File: config.mk
export PLATFORM = sky130hd
export DESIGN_NAME = ccr_rollover_flags
export DESIGN_NICKNAME = d
export VERILOG_FILES = /design/src/common/ccr_pkg.sv /design/src/hdl/ccr_flag_bit.sv /design/src/hdl/ccr_rollover_flags.sv
export VERILOG_INCLUDE_DIRS = /design/src /design/src/common
export SDC_FILE = /design/constraint.sdc
export NUM_CORES = 1
export LEC_CHECK = 0
export BUFFER_PORTS_ARGS = -buffer_cell sky130_fd_sc_hd__clkbuf_2
export CORE_AREA = 2 2 64 66
export DETAILED_ROUTE_END_ITERATION = 10
export DIE_AREA = 0 0 66 68
export PLACE_DENSITY = 0.94
export SLEW_MARGIN = 20
export SYNTH_ARGS = -nofsm -noshare
export SYNTH_HDL_FRONTEND = slang
export SYNTH_SLANG_ARGS = --single-unit
File: constraint.sdc
create_clock -name ref_clk -period 3.2 [get_ports ref_clk]
set_clock_uncertainty 0.1 [all_clocks]
set_input_delay 0.32 -clock ref_clk [delete_from_list [all_inputs] [get_ports ref_clk]]
set_output_delay 0.32 -clock ref_clk [all_outputs]
set_load 0.01 [all_outputs]
File: src/common/ccr_defs.svh
`ifndef CCR_DEFS_SVH
`define CCR_DEFS_SVH

`define CCR_ADDR_W        12
`define CCR_IDX_W         10
`define CCR_IDX_TESTCELL  10'h054
`define CCR_IDX_ROLLOVER  10'h055
`define CCR_IDX_MODE      10'h060
`define CCR_ROLLOVER_RST  16'h0000
`define CCR_TESTCELL_RST  16'h0000
`define CCR_MODE_RST      1'h0
`define CCR_CH0_MASK      16'h1111
`define CCR_ALL_MASK      16'hFFFF
`define CCR_TC_CH0_MASK   16'h0001
`define CCR_TC_IMPL_MASK  16'h0001
`define CCR_MODE_CONCAT_BIT 0

`endif

File: src/common/ccr_pkg.sv
package ccr_pkg;

  // bit order matches the flag register, msb first
  typedef struct packed {
    logic tx_assigned3_wrap;
    logic tx_assigned2_wrap;
    logic tx_assigned1_wrap;
    logic tx_assigned0_wrap;
    logic tx_idle3_wrap;
    logic tx_idle2_wrap;
    logic tx_idle1_wrap;
    logic tx_idle0_wrap;
    logic rx_assigned3_wrap;
    logic rx_assigned2_wrap;
    logic rx_assigned1_wrap;
    logic rx_assigned0_wrap;
    logic rx_idle3_wrap;
    logic rx_idle2_wrap;
    logic rx_idle1_wrap;
    logic rx_idle0_wrap;
  } ccr_wrap_s;

  typedef logic [15:0] ccr_flags_t;

endpackage

File: src/hdl/ccr_flag_bit.sv
`timescale 1ns/1ps
`default_nettype none

module ccr_flag_bit (
  input  wire logic ref_clk,
  input  wire logic arst_n,
  input  wire logic set_evt,
  input  wire logic clr_req,
  output var  logic flag
);

  logic next_flag;

  // set beats a clear in the same cycle
  assign next_flag = set_evt | (flag & ~clr_req);

  always_ff @(posedge ref_clk or negedge arst_n) begin
    if (!arst_n) begin
      flag <= 1'b0;
    end else begin
      flag <= next_flag;
    end
  end

endmodule

`default_nettype wire

File: src/hdl/ccr_rollover_flags.sv
`timescale 1ns/1ps
`default_nettype none
`include "ccr_defs.svh"

module ccr_rollover_flags (
  input  wire logic                    ref_clk,
  input  wire logic                    arst_n,
  input  wire logic                    psel,
  input  wire logic                    penable,
  input  wire logic                    pwrite,
  input  wire logic [`CCR_ADDR_W-1:0]  paddr,
  input  wire logic [31:0]             pwdata,
  input  wire logic [3:0]              pstrb,
  output var  logic [31:0]             prdata,
  output logic                         pready,
  output logic                         pslverr,
  input  wire ccr_pkg::ccr_wrap_s      wrap_evt,
  input  wire logic                    analyzer0_rx_wrap,
  output var  logic                    concat_mode
);

  // address decode
  wire [`CCR_IDX_W-1:0] acc_idx;
  wire                  aligned;
  wire                  hit_roll;
  wire                  hit_tc;
  wire                  hit_mode;
  wire                  hit_any;
  wire                  setup;
  wire                  access;
  wire                  wr_stb;

  assign acc_idx  = paddr[`CCR_ADDR_W-1:2];
  assign aligned  = (paddr[1:0] == 2'h0);
  assign hit_roll = aligned && (acc_idx == `CCR_IDX_ROLLOVER);
  assign hit_tc   = aligned && (acc_idx == `CCR_IDX_TESTCELL);
  assign hit_mode = aligned && (acc_idx == `CCR_IDX_MODE);
  assign hit_any  = hit_roll | hit_tc | hit_mode;
  assign setup    = psel & ~penable;
  assign access   = psel & penable;
  assign wr_stb   = access & pwrite & hit_any;

  // zero wait states; unmapped or misaligned accesses answer with an error
  assign pready  = 1'b1;
  assign pslverr = access & ~hit_any;

  // write-one-to-clear masks, per byte lane
  wire [15:0] lane_mask;
  wire [15:0] clr_roll;
  wire [15:0] clr_tc;

  assign lane_mask = {{8{pstrb[1]}}, {8{pstrb[0]}}};
  wire        wr_roll;
  wire        wr_tc;
  wire [15:0] clr_bits;

  assign wr_roll  = wr_stb & hit_roll;
  assign wr_tc    = wr_stb & hit_tc;
  // only ones in enabled lanes clear, zeros leave a flag alone
  assign clr_bits = pwdata[15:0] & lane_mask;
  assign clr_roll = wr_roll ? clr_bits : 16'h0000;
  assign clr_tc   = wr_tc ? clr_bits : 16'h0000;

  // mode control register
  wire mode_wr;
  wire next_concat_mode;

  assign mode_wr          = wr_stb & hit_mode & pstrb[0];
  assign next_concat_mode = mode_wr ? pwdata[`CCR_MODE_CONCAT_BIT] : concat_mode;

  always_ff @(posedge ref_clk or negedge arst_n) begin
    if (!arst_n) begin
      concat_mode <= `CCR_MODE_RST;
    end else begin
      concat_mode <= next_concat_mode;
    end
  end

  // channels 1..3 valid only in four-channel mode
  wire [15:0] roll_valid;
  wire [15:0] tc_valid;

  wire four_chan;

  assign four_chan = ~concat_mode;

  assign roll_valid[15] = four_chan;
  assign roll_valid[14] = four_chan;
  assign roll_valid[13] = four_chan;
  assign roll_valid[12] = 1'b1;

  assign roll_valid[11] = four_chan;
  assign roll_valid[10] = four_chan;
  assign roll_valid[9]  = four_chan;
  assign roll_valid[8]  = 1'b1;

  assign roll_valid[7]  = four_chan;
  assign roll_valid[6]  = four_chan;
  assign roll_valid[5]  = four_chan;
  assign roll_valid[4]  = 1'b1;

  assign roll_valid[3]  = four_chan;
  assign roll_valid[2]  = four_chan;
  assign roll_valid[1]  = four_chan;
  assign roll_valid[0]  = 1'b1;

  assign tc_valid   = `CCR_TC_CH0_MASK & `CCR_TC_IMPL_MASK;

  // event mapping onto flag bits
  ccr_pkg::ccr_flags_t roll_evt;
  ccr_pkg::ccr_flags_t tc_evt;
  ccr_pkg::ccr_flags_t roll_set;
  ccr_pkg::ccr_flags_t tc_set;

  assign roll_evt[15] = wrap_evt.tx_assigned3_wrap;
  assign roll_evt[14] = wrap_evt.tx_assigned2_wrap;
  assign roll_evt[13] = wrap_evt.tx_assigned1_wrap;
  assign roll_evt[12] = wrap_evt.tx_assigned0_wrap;
  assign roll_evt[11] = wrap_evt.tx_idle3_wrap;
  assign roll_evt[10] = wrap_evt.tx_idle2_wrap;
  assign roll_evt[9]  = wrap_evt.tx_idle1_wrap;
  assign roll_evt[8]  = wrap_evt.tx_idle0_wrap;
  assign roll_evt[7]  = wrap_evt.rx_assigned3_wrap;
  assign roll_evt[6]  = wrap_evt.rx_assigned2_wrap;
  assign roll_evt[5]  = wrap_evt.rx_assigned1_wrap;
  // receive assigned 0 and idle bits kept with the same sticky kind
  assign roll_evt[4]  = wrap_evt.rx_assigned0_wrap;
  assign roll_evt[3]  = wrap_evt.rx_idle3_wrap;
  assign roll_evt[2]  = wrap_evt.rx_idle2_wrap;
  assign roll_evt[1]  = wrap_evt.rx_idle1_wrap;
  assign roll_evt[0]  = wrap_evt.rx_idle0_wrap;

  assign tc_evt = {15'h0000, analyzer0_rx_wrap};

  assign roll_set = roll_evt & roll_valid;
  assign tc_set   = tc_evt & tc_valid;

  // sticky flag storage
  ccr_pkg::ccr_flags_t roll_flag;
  ccr_pkg::ccr_flags_t tc_flag;

  genvar gi;
  generate
    for (gi = 0; gi < 16; gi = gi + 1) begin : g_roll
      ccr_flag_bit u_roll (
        .ref_clk (ref_clk),
        .arst_n  (arst_n),
        .set_evt (roll_set[gi]),
        .clr_req (clr_roll[gi]),
        .flag    (roll_flag[gi])
      );
    end
  endgenerate

  ccr_flag_bit u_tc0 (
    .ref_clk (ref_clk),
    .arst_n  (arst_n),
    .set_evt (tc_set[0]),
    .clr_req (clr_tc[0]),
    .flag    (tc_flag[0])
  );
  assign tc_flag[15:1] = 15'h0000;

  // read mux, invalid channels read as zero
  wire [15:0] roll_view;
  wire [15:0] tc_view;
  wire [31:0] rd_mux;
  wire [31:0] next_prdata;

  assign roll_view = roll_flag & roll_valid;
  assign tc_view   = tc_flag & tc_valid;
  wire [31:0] roll_word;
  wire [31:0] tc_word;
  wire [31:0] mode_word;
  wire        rd_setup;

  assign roll_word = hit_roll ? {16'h0000, roll_view} : 32'h00000000;
  assign tc_word   = hit_tc ? {16'h0000, tc_view} : 32'h00000000;
  assign mode_word = hit_mode ? {31'h00000000, concat_mode} : 32'h00000000;
  assign rd_mux    = roll_word | tc_word | mode_word;
  assign rd_setup  = setup & ~pwrite;
  // captured in setup so data is steady through the access phase
  assign next_prdata = rd_setup ? rd_mux : prdata;

  always_ff @(posedge ref_clk or negedge arst_n) begin
    if (!arst_n) begin
      prdata <= 32'h00000000;
    end else begin
      prdata <= next_prdata;
    end
  end

endmodule

`default_nettype wire

==> metrics.txt <==
worst flop-to-flop path startpoint=concat_mode$_DFFE_PN0P_; period utilization=61.2%; wire length on met3=198 microns; die area=4490 sq um; root buf cell=clkbuf_8; Post-synth EDFFs=0; WP data required=2.78 ns; CTS tree=yes; cells along the critical path=clkbuf_2 -> nor4b_1 -> o211ai_1 -> and3_1 -> clkbuf_2; worst min-delay path category=in -> async; Worst-Skew Late Latency=0.28 ns; Final Max Slew Viols=0; vias in the first global route=1272; FF-to-FF setup slack=1.74 ns; cell area after synthesis=1690 sq um; Die Ht=68 microns; DR iter-0 viols=52; Row Count=23; slowest CP cell=nor4b_1; worst vdd ir=0.283 mV; Setup Viol. Count Final=0; CP Max Fanout=4; Critical Path Most Common Cell=clkbuf_2; Initial Util=43.7%; largest net degree at the start of global routing=35; sw frac=21.0%; first-pass GRT wire length=5760 microns; placed wire-length estimate=2860 microns; post-synth cell types=34; Setup CP Type=in -> out; initial antenna violation count=0; synthesized area per cell=12.2 sq um; Critical R2R Capture=prdata[1]$_DFFE_PN0P_; Max-cap violations=0; Detail Route Antenna Nets=0; max frequency=511 MHz; Pint=0.711 mW; critical path's top delay family=simple AND/OR/NAND/NOR gates; Synth Register Bits=34; final net count=278; DR top layer=met4; via count=1351; RSZ-0062 raised after global routing=no; clk slew on worst S/H paths=0.07 ns; worst slack at placement=1.25 ns; top cells by area, synth=dfrtp_1 50%, buf_4 7.6%, a221o_1 7.1%; status=finished clean; final wirelength=3750 microns; hold-fix buffers at CTS=0; crit path launch type=primary input; most frequent cells in the layout=69 x clkbuf_2, 34 x dfrtp_1, 17 x conb_1; fin crit period=1.96 ns; Routed WL per cell=14.5 microns; Switch Pwr=0.189 mW; Die W=66 microns; Pleak=0.996 nW; Clk pwr share=43.9%; GPL Wtd Cong=0.719; share of the yosys chip area belonging to registers=50.5%; DRT met1 WL=1610 microns; Post-CTS Repair Setup Buffers=0; sequential power share=47.8%; Worst Path Arrival=1.54 ns; total gr overflow=0; area delta synth->final=25.2%; Core Area=3860 sq um; Post-synth ARST share=100%; Worst-Margin Slew=0.826 ns; H-tree depth=2; Clock Tree Buf Depth=2; # DRC=0; CP bufs+invs=2; Final WS setup=1.24 ns; fill count=365; commonest non-fill, non-tap cell in the layout=clkbuf_2; total number of yosys warnings=0; IO buf count=69; Ports=105; post-layout util=54.7%; slew margin rel.=44.9%; setup TNS=0 ns; WL met2=1830 microns; first drt pass iteration count=4; # clock sinks=34; CP Capture Type=primary output; CTS resizes=0; layout cells sized above 1=45.2%; GRT Overall Usage=17.4%; Final Hold Fails=0; ys flop type=dfrtp_1; Slowest Stage Delay on Critical Path=0.59 ns; share of the synthesized area in the top cell type=50.5%; Synth Instances=138; Gate power share=8.3%; Yosys top cell by area=dfrtp_1; total CTS buffers=5; pwr dens=426 nW/um^2; DR vias/cell=5.24; worst r2r path cells=3; # diodes=0
[power by group through the flow]
stage	Clock [mW]	Combinational (mW)	Sequential (mW)
6_report	0.394	0.0749	0.430
3_3_place_gp	0	0.0731	0.438
3_5_place_dp	0	0.0756	0.438
5_1_grt	0.421	0.0848	0.430
2_1_floorplan	0	0.0426	0.438
4_1_cts	0.401	0.0756	0.430
[state kept, by name, indices dropped and copies added, names as in the netlist]
signal,count
u_tc0.flag,1
concat_mode,1
prdata,16
g_roll.u_roll.flag,16
[synth_stat cells (2+ instances only)]
cell type   n
a22o_2      9
a22o_1      3
a221o_1    12
nor4b_1     2
nand3_1     2
o22a_1      4
clkbuf_1    2
nand2_1     7
o21ai_0     4
buf_4      17
and4_1      2
nor3b_1     2
conb_1      2
nand2b_1    4
mux2_2      2
nand4_4     2
nor2b_1    12
dfrtp_1    34
[worst max-delay path by stage]
stage | start | to | slack, ns | cells past startpoint
global route | paddr[3] | pslverr | 1.17 | 5
floorplan | paddr[9] | pslverr | 1.59 | 3
finish | paddr[2] | pslverr | 1.24 | 5
CTS | paddr[3] | pslverr | 1.27 | 5
global placement | paddr[3] | g_roll[1].u_roll.flag$_DFF_PN0_ | 1.27 | 4
detailed placement | paddr[9] | g_roll[1].u_roll.flag$_DFF_PN0_ | 1.25 | 4
[metal layers]
| metal | GRT usage [%] | vias up |
|---|---|---|
| met1 | 21.2 | 649 |
| met2 | 28.5 | 61 |
| met5 | 0 | - |
| met4 | 11.5 | 0 |
| met3 | 2.96 | 11 |
| li1 | - | 630 |
[layout make-up]
class | count | area, sq um | share of cell area (%)
flip-flops and latches | 34 | 851 | 40.3
clock inverters | 1 | 30.0 | 1.42
repair buffers | 69 | 345 | 16.4
clock buffers | 6 | 82.6 | 3.91
multi-input cells | 97 | 736 | 34.9
inverters | 1 | 3.75 | 0.178
well taps | 50 | 62.6 | 2.96
[cell families (layout without fill, tap and decap cells)]
logic type	after synthesis	after routing	synth area share (%)
buffers and inverters	22	77	9.21
DFF	34	34	50.5
AOI/OAI and AO/OA	35	35	18.6
muxes	2	2	1.34
and+or+nand+nor	43	43	20.0
other	2	17	0.446
[per-stage QoR]
| stage | hold slack [ns] | power (mW) | std cells | cell area (sq um) |
|---|---|---|---|---|
| 6_report | 0.0311 | 0.899 | 258 | 2110 |
| 2_1_floorplan | -0.0756 | 0.481 | 153 | 1740 |
| 3_3_place_gp | 0.351 | 0.511 | 251 | 2000 |
| 3_5_place_dp | 0.362 | 0.514 | 251 | 2000 |
| 5_1_grt | 0.103 | 0.936 | 258 | 2110 |
| 4_1_cts | 0.0592 | 0.906 | 258 | 2110 |
Note: power is estimated with default switching activity, not from simulation.
